File: config.mk
export PLATFORM = sky130hd
export DESIGN_NAME = fmc_fault_ctrl
export DESIGN_NICKNAME = d
export VERILOG_FILES = /design/src/core/fmc_pkg.sv /design/src/core/fmc_capture.sv /design/src/core/fmc_fault_ctrl.sv
export VERILOG_INCLUDE_DIRS = /design/src /design/src/core
export SDC_FILE = /design/constraint.sdc
export NUM_CORES = 1
export LEC_CHECK = 0
export BUFFER_PORTS_ARGS = -buffer_cell sky130_fd_sc_hd__clkbuf_2
export CORE_AREA = 3 3 82 84
export CTS_BUF_LIST = sky130_fd_sc_hd__clkbuf_16
export DETAILED_ROUTE_END_ITERATION = 16
export DIE_AREA = 0 0 85 87
export PLACE_DENSITY = 0.82
export SETUP_SLACK_MARGIN = 0.15
export SYNTH_ARGS = -nofsm -noshare
export SYNTH_HDL_FRONTEND = slang
export SYNTH_SLANG_ARGS = --single-unit
File: constraint.sdc
create_clock -name clk -period 2.33 [get_ports clk]
set_input_delay 0.233 -clock clk [delete_from_list [all_inputs] [get_ports clk]]
set_output_delay 0.233 -clock clk [all_outputs]
set_load 0.005 [all_outputs]
File: src/core/fmc_defs.svh
// register indices, field positions, reset values of the fault manager control block
// assumes a 32-bit classic Wishbone slave; byte address = 4 * register index
`ifndef FMC_DEFS_SVH
`define FMC_DEFS_SVH

`define FMC_IDX_CLEAR 16'hF421
`define FMC_IDX_MEMMASK 16'hF422
`define FMC_IDX_SWMASK 16'hF423
`define FMC_IDX_WDMASK 16'hF424
`define FMC_IDX_STKMASK 16'hF425
`define FMC_IDX_LOOPMASK 16'hF426
`define FMC_IDX_FLAG 16'hF427
`define FMC_IDX_CODE 16'hF428
`define FMC_IDX_IRQSTAT 16'hF429
`define FMC_IDX_IRQMASK 16'hF42A

`define FMC_MEMMASK_RESET 12'h003
`define FMC_ONEBIT_RESET 1'h0
`define FMC_IRQ_RESET 2'h0

`define FMC_SRC_SOFT 15
`define FMC_SRC_LOOP 14
`define FMC_SRC_STACK 13
`define FMC_SRC_WDOG 12
`define FMC_SRC_MEM_HI 11

`define FMC_IRQ_NEWFAULT 0
`define FMC_IRQ_LOSTERR 1

`endif

File: src/core/fmc_pkg.sv
// types shared by the fault manager control block
// assumes nothing beyond a SystemVerilog compiler
package fmc_pkg;
  typedef enum logic {FMC_IDLE, FMC_HELD} fmc_state_t;
endpackage

File: src/core/fmc_capture.sv
// sticky fault flag and first-error source code capture
// assumes reported errors are already masked and on the same clock
`timescale 1ns/1ps
`default_nettype none
module fmc_capture (
  input wire logic clk,
  input wire logic nrst,
  input wire logic ce,
  input wire logic [15:0] reportedErr,
  input wire logic clearEdge,
  output logic faultFlag,
  output logic [15:0] faultCode,
  output logic newFault,
  output logic lostErr
);
  fmc_pkg::fmc_state_t state;
  fmc_pkg::fmc_state_t next_state;
  logic [15:0] next_faultCode;
  wire anyErr = |reportedErr;

  always_comb begin
    next_state = state;
    next_faultCode = faultCode;
    newFault = 1'b0;
    lostErr = 1'b0;
    case (state)
      fmc_pkg::FMC_IDLE: begin
        if (anyErr) begin
          next_state = fmc_pkg::FMC_HELD;
          next_faultCode = reportedErr;
          newFault = 1'b1;
        end
      end
      fmc_pkg::FMC_HELD: begin
        if (clearEdge) begin
          // an error in the clearing cycle survives: set wins over clear
          next_state = anyErr ? fmc_pkg::FMC_HELD : fmc_pkg::FMC_IDLE;
          next_faultCode = reportedErr;
          newFault = anyErr;
        end else begin
          lostErr = anyErr;
        end
      end
      default: begin
        next_state = fmc_pkg::FMC_IDLE;
        next_faultCode = 16'h0000;
      end
    endcase
  end

  always_ff @(posedge clk) begin
    if (!nrst) begin
      state <= fmc_pkg::FMC_IDLE;
      faultCode <= 16'h0000;
    end else if (ce) begin
      state <= next_state;
      faultCode <= next_faultCode;
    end
  end

  assign faultFlag = (state == fmc_pkg::FMC_HELD);
endmodule
`default_nettype wire

File: src/core/fmc_fault_ctrl.sv
// fault manager control: suppress masks, clear register, flag and code readback
// assumes error strobes come from detectors on clk; software over classic Wishbone
//
// Register access over Wishbone was decided locally.
`timescale 1ns/1ps
`default_nettype none
`include "fmc_defs.svh"
module fmc_fault_ctrl (
  input wire logic clk,
  input wire logic nrst,
  input wire logic ce,
  input wire logic wbCyc,
  input wire logic wbStb,
  input wire logic wbWe,
  input wire logic [17:0] wbAdr,
  input wire logic [3:0] wbSel,
  input wire logic [31:0] wbDatIn,
  output logic [31:0] wbDatOut,
  output logic wbAck,
  input wire logic [11:0] parityErr,
  input wire logic softPanicErr,
  input wire logic watchdogErr,
  input wire logic stackErr,
  input wire logic loopErr,
  output logic faultFlag,
  output logic irq
);
  // register state
  logic clearBit;
  logic clearPrev;
  logic [11:0] memSuppress;
  logic softwareSuppress;
  logic watchdog_error_suppress_bit;
  logic stackSuppress;
  logic loopSuppress;
  logic [1:0] irqStatus;
  logic [1:0] irqMask;
  logic [15:0] faultCode;
  logic newFault;
  logic lostErr;

  function automatic logic regHit(input logic [17:0] adr, input logic [15:0] idx);
    regHit = (adr[17:2] == idx);
  endfunction

  // only the two low byte lanes hold register bits
  function automatic logic [15:0] laneMerge(input logic [15:0] old, input logic [31:0] dat,
                                            input logic [3:0] sel);
    laneMerge = {sel[1] ? dat[15:8] : old[15:8], sel[0] ? dat[7:0] : old[7:0]};
  endfunction

  // bus decode
  wire busReq = wbCyc & wbStb;
  wire reqNew = busReq & ~wbAck;
  wire wrNow = busReq & wbAck & wbWe;
  wire hitClear = regHit(wbAdr, `FMC_IDX_CLEAR);
  wire hitMem = regHit(wbAdr, `FMC_IDX_MEMMASK);
  wire hitSw = regHit(wbAdr, `FMC_IDX_SWMASK);
  wire hitWd = regHit(wbAdr, `FMC_IDX_WDMASK);
  wire hitStk = regHit(wbAdr, `FMC_IDX_STKMASK);
  wire hitLoop = regHit(wbAdr, `FMC_IDX_LOOPMASK);
  wire hitFlag = regHit(wbAdr, `FMC_IDX_FLAG);
  wire hitCode = regHit(wbAdr, `FMC_IDX_CODE);
  wire hitIrqStat = regHit(wbAdr, `FMC_IDX_IRQSTAT);
  wire hitIrqMask = regHit(wbAdr, `FMC_IDX_IRQMASK);
  wire [15:0] memMerged = laneMerge({4'h0, memSuppress}, wbDatIn, wbSel);
  wire lowLaneWr = wrNow & wbSel[0];

  // masking: a set suppress bit stops the error before the latch
  wire [15:0] rawErr = {softPanicErr, loopErr, stackErr, watchdogErr, parityErr};
  wire [15:0] suppressVec = {softwareSuppress, loopSuppress, stackSuppress,
                             watchdog_error_suppress_bit, memSuppress};
  wire [15:0] reportedErr = rawErr & ~suppressVec;
  wire clearEdge = clearBit & ~clearPrev;

  // read mux; reserved bits come back as zero
  wire [15:0] readSel =
    hitClear ? {15'h0000, clearBit} :
    hitMem ? {4'h0, memSuppress} :
    hitSw ? {15'h0000, softwareSuppress} :
    hitWd ? {15'h0000, watchdog_error_suppress_bit} :
    hitStk ? {15'h0000, stackSuppress} :
    hitLoop ? {15'h0000, loopSuppress} :
    hitFlag ? {15'h0000, faultFlag} :
    hitCode ? faultCode :
    hitIrqStat ? {14'h0000, irqStatus} :
    hitIrqMask ? {14'h0000, irqMask} : 16'h0000;
  wire statusReadClr = reqNew & ~wbWe & hitIrqStat;
  wire [1:0] irqEvents = {lostErr, newFault};

  fmc_capture u_capture (
    .clk(clk),
    .nrst(nrst),
    .ce(ce),
    .reportedErr(reportedErr),
    .clearEdge(clearEdge),
    .faultFlag(faultFlag),
    .faultCode(faultCode),
    .newFault(newFault),
    .lostErr(lostErr)
  );

  // bus answer: ack one cycle after the request, dropped the cycle after
  always_ff @(posedge clk) begin
    if (!nrst) begin
      wbAck <= 1'b0;
      wbDatOut <= 32'h0000_0000;
    end else if (ce) begin
      wbAck <= reqNew;
      if (reqNew) begin
        wbDatOut <= {16'h0000, readSel};
      end
    end
  end

  // writes land on the edge that sees ack high
  always_ff @(posedge clk) begin
    if (!nrst) begin
      clearBit <= `FMC_ONEBIT_RESET;
      memSuppress <= `FMC_MEMMASK_RESET;
      softwareSuppress <= `FMC_ONEBIT_RESET;
      watchdog_error_suppress_bit <= `FMC_ONEBIT_RESET;
      stackSuppress <= `FMC_ONEBIT_RESET;
      loopSuppress <= `FMC_ONEBIT_RESET;
      irqMask <= `FMC_IRQ_RESET;
    end else if (ce) begin
      if (lowLaneWr & hitClear) begin
        clearBit <= wbDatIn[0];
      end
      if (wrNow & hitMem) begin
        memSuppress <= memMerged[11:0];
      end
      if (lowLaneWr & hitSw) begin
        softwareSuppress <= wbDatIn[0];
      end
      if (lowLaneWr & hitWd) begin
        watchdog_error_suppress_bit <= wbDatIn[0];
      end
      if (lowLaneWr & hitStk) begin
        stackSuppress <= wbDatIn[0];
      end
      if (lowLaneWr & hitLoop) begin
        loopSuppress <= wbDatIn[0];
      end
      if (lowLaneWr & hitIrqMask) begin
        irqMask <= wbDatIn[1:0];
      end
    end
  end

  // edge history of the clear bit and interrupt status
  always_ff @(posedge clk) begin
    if (!nrst) begin
      clearPrev <= 1'b0;
      irqStatus <= `FMC_IRQ_RESET;
      irq <= 1'b0;
    end else if (ce) begin
      clearPrev <= clearBit;
      // an event in the read-clear cycle is kept: set wins
      irqStatus <= (statusReadClr ? 2'b00 : irqStatus) | irqEvents;
      irq <= |(irqStatus & irqMask);
    end
  end
endmodule
`default_nettype wire

==> results of run 1 <==
-- cell type report --
cell class | instances | area [µm²]
clock buffers | 9 | 225
clock inverters | 7 | 85.1
fillers | 548 | 2360
inverters | 5 | 18.8
multi-input cells | 276 | 1610
flip-flops and latches | 57 | 1140
well taps | 75 | 93.8
repair buffers | 80 | 450
-- power breakdown --
group	leakage (nW)	switching [mW]	internal [mW]
registers	0.464	0.0226	1.01
clock network	0.150	0.445	0.922
logic	0.940	0.129	0.0950
total	1.55	0.596	2.02
-- per-stage QoR --
step	util, %	instance area [µm²]	cells
global placement	55.3	3320	493
CTS	60.5	3630	509
finish	60.5	3630	509
detailed placement	55.3	3320	493
global route	60.5	3630	509
floorplan	-	3030	383
-- cells in the final DEF, fill, tap and decap left out, types with 3 or more instances in the layout --
cell type / synthesis / routed
clkbuf_2: 0 / 70
nand2_1: 69 / 69
dfxtp_1: 57 / 57
a21oi_1: 30 / 30
nand3_1: 27 / 27
nor2b_1: 21 / 21
o21ai_0: 17 / 17
conb_1: 1 / 16
nand4_1: 14 / 14
o221ai_1: 14 / 14
mux2i_1: 10 / 10
clkbuf_16: 0 / 9
buf_4: 17 / 8
nor2_1: 7 / 7
nor4_1: 6 / 6
inv_1: 4 / 4
o211ai_1: 4 / 4
a41o_1: 4 / 4
mux2_2: 4 / 4
or4b_1: 3 / 3
clkinv_1: 1 / 3
nand2b_1: 3 / 3
-- path summary, 6_finish.rpt --
path                              from                             endpoint  cells past startpoint  slack, ns
max          loopSuppress$_SDFFE_PN0P_  u_capture.faultCode[4]$_SDFFE_PN0P_                      5       0.46
min                         wbDatIn[3]          memSuppress[3]$_SDFFE_PN0P_                      3       0.14
max reg2reg  loopSuppress$_SDFFE_PN0P_  u_capture.faultCode[4]$_SDFFE_PN0P_                      5       0.46
min reg2reg  wbDatOut[14]$_SDFFE_PN0P_            wbDatOut[14]$_SDFFE_PN0P_                      2       0.45
-- worst max-delay path: cells and delay by family, from the launching register on --
family,cells,cell delay [ns]
AOI/OAI and AO/OA,1,0.21
and+or+nand+nor,3,0.86
DFF,1,0.39
buffers and inverters,1,0.33
-- cells by family after synthesis --
family | count (synthesis)
compound gates | 82
buf+inv | 50
mux | 14
other cells | 1
flops | 57
simple gates | 164
-- flip-flops by register name, summed over array words and instances (netlist names), 2 cells and up --
register	cells
irqStatus	2
u_capture.faultCode	16
memSuppress	12
irqMask	2
wbDatOut	16
-- metal layers --
layer,routed length (µm),vias to the layer above
li1,-,1416
met1,3640,1368
met2,3700,95
met3,451,12
met4,116,0
met5,0,-
==> results.json, run 1 <==
{
  "routedWlPerCell_um": 15.5,
  "io_pins": 111,
  "die_w_um": 85,
  "critPathArrivalTime_ns": 2.11,
  "grt.total_usage_pct": 21.8,
  "critical_path_class": "flip-flop to flip-flop",
  "ys_seq_area_share_pct": 38.4,
  "clock_latency_ns": 0.33,
  "synth_most_common_cell": "nand2_1",
  "synthTopCellsByCount": "nand2_1 (69), dfxtp_1 (57), a21oi_1 (30)",
  "cp_slowest_stage_delay_ns": 0.40,
  "post-route-period-util_pct": 80.3,
  "synth_seq_cells": 57,
  "critPathSlowestCell": "nand4_1",
  "synth_simple_gate_area_share_pct": 29.0,
  "syn_inst": 368,
  "power.leakage_nw": 1.55,
  "cts_sinks": 57,
  "grt_use_met3_pct": 6.05,
  "routed-via-count": 2891,
  "synthXorXnorAreaFrac_pct": 0,
  "synthAdderAreaFrac_pct": 0,
  "path_cells": "nor2b_1 -> nor4_1 -> nand4_1 -> buf_4 -> o221ai_1",
  "port_buffers": 70,
  "syn_to_final_growth_pct": 22.1,
  "grt_max_degree": 71,
  "hold_buffers": 0,
  "drt_wl_total_mm": 7.91,
  "totalPowerFinal_mw": 2.62,
  "endpoint_kind": "flip-flop",
  "finalMaxSlewViolations": 0,
  "first_global_vias": 2665,
  "synth_edf_count": 0,
  "muxShareOfSynthArea_pct": 4.89,
  "cts_resized": 0,
  "setup_viol": 0,
  "rsz0062_at_grt": "false",
  "grt_busiest_layer": "met2",
  "drive_gt1_share_pct": 24.4,
  "ys_warn_count": 0,
  "synth_top_family_by_area": "simple AND/OR/NAND/NOR gates",
  "cts_tree": "done",
  "hold_slack_ns": 0.137,
  "cts_buffers": 9,
  "synth_top_area_share_pct": 38.4,
  "drc": 0,
  "worstPathMaxFanout": 11,
  "die-height_um": 87,
  "initialDrtViolationCount": 259,
  "status": "finished, final reports clean",
  "use_met1_pct": 28.1,
  "initial_utilization_pct": 49.6,
  "core_um2": 5990,
  "synth_flop_cell": "dfxtp_1",
  "synthDistinctLibCells": 44,
  "vdd_drop_max_mv": 0.441,
  "die_area_um2": 7400,
  "post_synth_instance_area_um2": 2970,
  "antenna_found_initial": 0,
  "rows": 28,
  "power_density_nw_per_um2": 723,
  "gp_congestion": 0.897,
  "worst_hold_path_type": "input port to flip-flop",
  "critPathLaunchType": "flip-flop",
  "pre_cts_slack_ns": 0.261,
  "period_needed_ns": 1.87,
  "synth_compound_area_share_pct": 18.4,
  "layout_setup_ws_ns": 0.458,
  "finClkSkew_ns": 0.00453,
  "synth_area_leader_cell": "dfxtp_1",
  "cts_buffer_depth": 2,
  "critPathRequiredTime_ns": 2.57,
  "grtUsageMet2_pct": 35.2,
  "hold_violations": 0,
  "cts-root-buf": "clkbuf_16",
  "grt_overflow_total": 0,
  "nets": 505,
  "cts_setup_buffers": 0,
  "clock.fmax_mhz": 534,
  "ant_nets": 0,
  "ys_async_sr_fraction_pct": 0,
  "ys_top_cells_by_area": "dfxtp_1 (38%), nand2_1 (8.7%), a21oi_1 (5.1%), nand3_1 (4.6%), nor2b_1 (4.4%)",
  "grt_pass1_wl_mm": 12.8,
  "num_antenna_cells": 0,
  "tns_ns": 0,
  "viasPerCell": 5.68,
  "drv_cap": 0,
  "h-tree-depth": 3,
  "clkTransAtPathRegs_ns": 0.05,
  "dp_hpwl_mm": 5.60,
  "syn_avg_cell_area_um2": 8.07,
  "drtPass1Iterations": 4
}
Note: power is estimated with default switching activity, not from simulation.
==> run 2, diff against run 1 <==
Settings changed: ABC_AREA from default to 1, CORE_AREA 3 3 82 84 to 3 3 81 83, DIE_AREA 0 0 85 87 to 0 0 84 86, PLACE_DENSITY 0.82 to 0.81.
Clock period 2.33 ns to 1.9 ns, I/O delays scaled along.
==> run 2 against run 1 <==
  * Sequential share of layout area grew 0.76 points
  * Utilization down 0.53 points
  * Design area shrank 2.0%
  * Routed wire length is 9.9% lower
  * Synthesized cell count up 12%
  * Critical path type unchanged
==> results.json, run 2 <==
{
  "status": "finished, final reports clean",
  "routed-via-count": 2823,
  "nets": 564,
  "vdd_drop_max_mv": 0.598,
  "initialDrtViolationCount": 238,
  "cts-root-buf": "clkbuf_16",
  "ant_nets": 0,
  "hold_violations": 0,
  "synth_area_leader_cell": "dfxtp_1",
  "drv_cap": 0,
  "reg.largest.list": "u_capture.faultCode (16), wbDatOut (16), memSuppress (12)",
  "critPathRequiredTime_ns": 2.11,
  "critPathArrivalTime_ns": 1.93,
  "rsz0062_at_grt": "true",
  "first_global_vias": 2388,
  "antenna_found_initial": 0,
  "period_needed_ns": 1.72,
  "hold_buffers": 0,
  "drtPass1Iterations": 5,
  "power.leakage_nw": 1.64,
  "post-route-period-util_pct": 90.6,
  "synth_edf_count": 0,
  "initial_utilization_pct": 47.1,
  "critPathSlowestCell": "dfxtp_2",
  "drt_wl_total_mm": 7.13,
  "core_um2": 5920,
  "die_w_um": 84,
  "layout_common_cells": "nand2_1 (78), clkbuf_2 (70), nor2_1 (57)",
  "cp_slowest_stage_delay_ns": 0.32,
  "critPathLaunchType": "flip-flop",
  "critPathTopFamily": "simple AND/OR/NAND/NOR gates",
  "num_antenna_cells": 0,
  "port_buffers": 70,
  "mostFrequentLayoutCell": "nand2_1",
  "worst_hold_path_type": "input port to flip-flop",
  "die_area_um2": 7220,
  "h-tree-depth": 3,
  "rows": 28,
  "die-height_um": 86,
  "ys_top_cells_by_area": "dfxtp_1 (41%), nand2_1 (11%), nor2_1 (7.8%), inv_1 (7.0%), a21oi_1 (6.6%)",
  "critical_path_class": "flip-flop to flip-flop",
  "path_cells": "nor2_2 -> nor4_2 -> nand4_1 -> nor2_2 -> inv_2 -> nand2_8 -> nand2_4 -> o21ai_2 -> nor2_1",
  "path_buf_inv": 1,
  "cts_tree": "done",
  "setup_viol": 0,
  "finClkSkew_ns": 0.00394,
  "cts_setup_buffers": 0,
  "dp.cells": 549,
  "synthTopCellsByCount": "nand2_1 (79), nor2_1 (58), dfxtp_1 (57)",
  "finalMaxSlewViolations": 0,
  "grt.total_usage_pct": 18.8,
  "drive_gt1_share_pct": 24.2,
  "syn_to_final_growth_pct": 27.3,
  "grt_overflow_total": 0,
  "worstPathMaxFanout": 5,
  "syn_inst": 413,
  "nFillCells": 535,
  "grt_pass1_wl_mm": 10.9,
  "clock_latency_ns": 0.32,
  "hold_slack_ns": 0.139,
  "io_pins": 111,
  "cts_buffer_depth": 2,
  "routedWlPerCell_um": 12.6,
  "ys_warn_count": 0,
  "power_density_nw_per_um2": 888,
  "synth_flop_cell": "dfxtp_1",
  "layoutNonFillerInstCount": 567,
  "endpoint_kind": "flip-flop",
  "gp_congestion": 0.915,
  "ys_async_sr_fraction_pct": 0,
  "synth_seq_cells": 57,
  "clkTransAtPathRegs_ns": 0.05,
  "viasPerCell": 4.98,
  "cts_buffers": 9,
  "clock.fmax_mhz": 581,
  "dp_hpwl_mm": 4.92,
  "grt_max_degree": 39,
  "ys_seq_area_share_pct": 40.9,
  "synth_most_common_cell": "nand2_1",
  "post_synth_instance_area_um2": 2790,
  "totalPowerFinal_mw": 3.15,
  "crit_top_cell": "nor2_2",
  "syn_avg_cell_area_um2": 6.76,
  "tns_ns": 0,
  "synth_top_area_share_pct": 40.9,
  "synthDistinctLibCells": 30,
  "drc": 0,
  "cts_sinks": 57
}
==> run 2: repair_timing <==
action | CTS | global route
pin swaps | 3 | 7
cloned | 0 | 3
endpoints found under the setup margin | 2 | 16
gates resized for setup | 3 | 25
==> run 2: worst paths after layout <==
path / to / slack, ns / start / cells after the start
max: u_capture.faultCode[10]$_SDFFE_PN0P_ / 0.18 / memSuppress[4]$_SDFFE_PN0P_ / 9
min: memSuppress[1]$_SDFFE_PN1P_ / 0.14 / wbDatIn[1] / 3
max reg2reg: u_capture.faultCode[10]$_SDFFE_PN0P_ / 0.18 / memSuppress[4]$_SDFFE_PN0P_ / 9
min reg2reg: wbDatOut[15]$_SDFFE_PN0P_ / 0.46 / wbDatOut[15]$_SDFFE_PN0P_ / 2
==> run 2: worst reg2reg max path, cell delays in order (launching register included) <==
cell and delay [ns]:
dfxtp_2 0.32, nor2_2 0.05, nor4_2 0.27, nand4_1 0.20, nor2_2 0.24, inv_2 0.10
nand2_8 0.12, nand2_4 0.10, o21ai_2 0.16, nor2_1 0.06
==> run 2: cell type report <==
class	count	area (µm²)	share of cell area (%)
repair inverters	1	11.3	0.317
repair buffers	76	395	11.1
multi-input cells	285	1380	38.7
clock inverters	6	76.3	2.15
inverters	58	230	6.48
clock buffers	9	225	6.34
well taps	75	93.8	2.64
flip-flops and latches	57	1140	32.2
==> run 2: cells by family after synthesis <==
kind of cell / share of synthesized area [%]
AOI/OAI and AO/OA: 16.2
DFF: 40.9
buffers and inverters: 15.0
other: 0.134
and+or+nand+nor: 27.8
==> run 2: report_power, final <==
group,internal (mW),switching [mW],total [mW],leakage [nW]
Combinational,0.103,0.166,0.269,1.02
Sequential,1.24,0.0262,1.26,0.466
Clock,1.12,0.503,1.62,0.155
Total,2.46,0.695,3.15,1.64
==> run 2: routing by layer <==
metal  part of all wire [%]  wire length (µm)  track usage (%)  up-vias
li1                       -                 -                -     1443
met1                     43              3070             24.4     1248
met2                     48              3420             30.2      120
met3                    7.4               530             4.80       12
met4                    1.5               108             7.46        0
met5                      0                 0                0        -
==> run 2: stage by stage <==
stage	cell area, µm²	setup slack (ns)	util, %
after floorplan	2850	0.408	-
after global placement	3140	0.200	53.0
after detailed placement	3140	0.151	53.0
after CTS	3450	0.175	58.3
after global routing	3550	0.0862	60.0
final	3550	0.179	60.0
==> run 3, diff against run 2 <==
--- a/config.mk
+++ b/config.mk
@@ -10,6 +10,6 @@
 export BUFFER_PORTS_ARGS = -buffer_cell sky130_fd_sc_hd__clkbuf_2
-export CORE_AREA = 3 3 81 83
+export CORE_AREA = 3 3 67 100
 export CTS_BUF_LIST = sky130_fd_sc_hd__clkbuf_16
 export DETAILED_ROUTE_END_ITERATION = 16
-export DIE_AREA = 0 0 84 86
+export DIE_AREA = 0 0 70 103
 export PLACE_DENSITY = 0.81
==> constraint.sdc (replaced) <==
create_clock -name clk -period 1.9 [get_ports clk]
set_input_delay 0.285 -clock clk [delete_from_list [all_inputs] [get_ports clk]]
set_output_delay 0.285 -clock clk [all_outputs]
set_load 0.005 [all_outputs]
==> run 3 against run 2 <==
  * Design area increased by 2.4%
  * Clock-buffer cell count unchanged
  * Total power increased by 2.1%
  * Flip-flop and latch count unchanged
  * Non-clock buffer count increased by 4
  * Critical endpoint is now u_capture.faultCode[15]$_SDFFE_PN0P_
  * Highest routed layer unchanged
  * Clock power increased by 3%
==> results.json, run 3 (synthesis results as in run 2) <==
{
  "status": "finished, final reports clean",
  "gp_congestion": 0.837,
  "routedWlPerCell_um": 13.4,
  "port_buffers": 70,
  "layoutNonFillerInstCount": 568,
  "drv_cap": 0,
  "grt_max_degree": 36,
  "clock_latency_ns": 0.32,
  "dp_hpwl_mm": 5.22,
  "initialDrtViolationCount": 210,
  "hold_buffers": 0,
  "hp-start": "wbDatIn[1]",
  "cts_tree": "done",
  "clkTransAtPathRegs_ns": 0.05,
  "reg.largest.list": "u_capture.faultCode (16), wbDatOut (16), memSuppress (12)",
  "num_antenna_cells": 0,
  "relSlewSlack_pct": 66.3,
  "r2r_setup_slack_ns": 0.19,
  "h-tree-depth": 3,
  "post-route-period-util_pct": 90.3,
  "worstRegToRegCells": 10,
  "drive_gt1_share_pct": 26.8,
  "critPathArrivalTime_ns": 1.96,
  "grt.total_usage_pct": 20.3,
  "die-height_um": 103,
  "core_um2": 5870,
  "period_needed_ns": 1.71,
  "clock.fmax_mhz": 583,
  "drtPass1Iterations": 4,
  "final_util_pct": 61.9,
  "r2r_start": "memSuppress[4]$_SDFFE_PN0P_",
  "hold_violations": 0,
  "grt_pass1_wl_mm": 11.6,
  "worst_hold_path_type": "input port to flip-flop",
  "worst_pin_slew_ns": 0.503,
  "critPathLaunchType": "flip-flop",
  "vdd_drop_max_mv": 0.709,
  "cts-root-buf": "clkbuf_16",
  "rr_endpoint": "u_capture.faultCode[15]$_SDFFE_PN0P_",
  "grt_overflow_total": 0,
  "initial_utilization_pct": 47.5,
  "rsz0062_at_grt": "false",
  "antenna_found_initial": 0,
  "power_density_nw_per_um2": 886,
  "cts_buffers": 9,
  "ant_nets": 0,
  "drt_wl_total_mm": 7.60,
  "die_area_um2": 7210,
  "rows": 34,
  "dp.cells": 548,
  "critical_path_class": "flip-flop to flip-flop",
  "worstPathMaxFanout": 7,
  "drc": 0,
  "power.leakage_nw": 1.67,
  "holdPathEnd": "memSuppress[1]$_SDFFE_PN1P_",
  "nets": 568,
  "cts_buffer_depth": 2,
  "mostFrequentLayoutCell": "nand2_1",
  "critPathRequiredTime_ns": 2.14,
  "routed-via-count": 2895,
  "cts_sinks": 57,
  "first_global_vias": 2682,
  "io_pins": 111,
  "tns_ns": 0,
  "finClkSkew_ns": 0.00371,
  "die_w_um": 70,
  "viasPerCell": 5.10,
  "layout_common_cells": "nand2_1 (77), clkbuf_2 (70), nor2_1 (55)",
  "setup_viol": 0,
  "min_path_cells": 3,
  "endpoint_kind": "flip-flop",
  "finalMaxSlewViolations": 0,
  "syn_to_final_growth_pct": 30.3
}
## run 3: worst max path at each step
stage / start / endpoint / cells after the start / slack, ns
floorplan: wbAck$_SDFFE_PN0P_ / memSuppress[2]$_SDFFE_PN0P_ / 8 / 0.41
global placement: parityErr[7] / u_capture.faultCode[12]$_SDFFE_PN0P_ / 12 / 0.08
detailed placement: softPanicErr / u_capture.faultCode[15]$_SDFFE_PN0P_ / 12 / 0.05
CTS: softwareSuppress$_SDFFE_PN0P_ / u_capture.faultCode[15]$_SDFFE_PN0P_ / 10 / 0.16
global route: memSuppress[4]$_SDFFE_PN0P_ / u_capture.faultCode[15]$_SDFFE_PN0P_ / 10 / 0.11
finish: memSuppress[4]$_SDFFE_PN0P_ / u_capture.faultCode[15]$_SDFFE_PN0P_ / 10 / 0.19
## run 3: per-stage QoR
stage          worst slack [ns]  hold WS, ns  power (mW)  cell area, µm²
2_1_floorplan             0.408        0.415        1.45            2850
6_report                  0.185        0.222        3.22            3640
3_5_place_dp             0.0525        0.460        1.51            3150
5_1_grt                   0.113        0.248        3.33            3640
3_3_place_gp             0.0837        0.448        1.50            3150
4_1_cts                   0.155        0.220        3.16            3470
## run 3: what timing repair did
action / in CTS / in global routing
buffers inserted: 0 / 2
hold endpoints to repair: 0 / 0
endpoints found under the setup margin: 14 / 16
cloned: 0 / 3
pin swaps: 2 / 8
resized for setup: 3 / 36
## run 3: area by class of cell
cell class                      count  area (µm²)
Fill cell                         515        2230
Multi-Input combinational cell    285        1420
Sequential cell                    57        1150
Timing Repair Buffer               80         425
Inverter                           58         230
Clock buffer                        9         225
Tap cell                           72        90.1
Clock inverter                      6        83.8
Timing Repair inverter              1        11.3
## run 3: worst max-delay path, cell delays in order, from the launching register on
cell and delay [ns]:
dfxtp_2 0.32, nor2_1 0.07, nor4_2 0.32, nand4_1 0.17, nor2_2 0.16, inv_2 0.09
nand2_8 0.12, nand2_8 0.10, clkinv_8 0.09, nor2_1 0.04, nor2_1 0.15
## run 3: routing by layer
layer / track usage (%) / vias up / share of wire, %
li1: - / 1451 / -
met5: 0 / - / 0
met2: 37.8 / 103 / 53
met1: 21.1 / 1320 / 38
met3: 4.68 / 21 / 5.9
met4: 10.8 / 0 / 3.7
## run 3: power breakdown
part | internal, mW | switching, mW
Sequential | 1.24 | 0.0280
Combinational | 0.108 | 0.176
Clock | 1.13 | 0.538
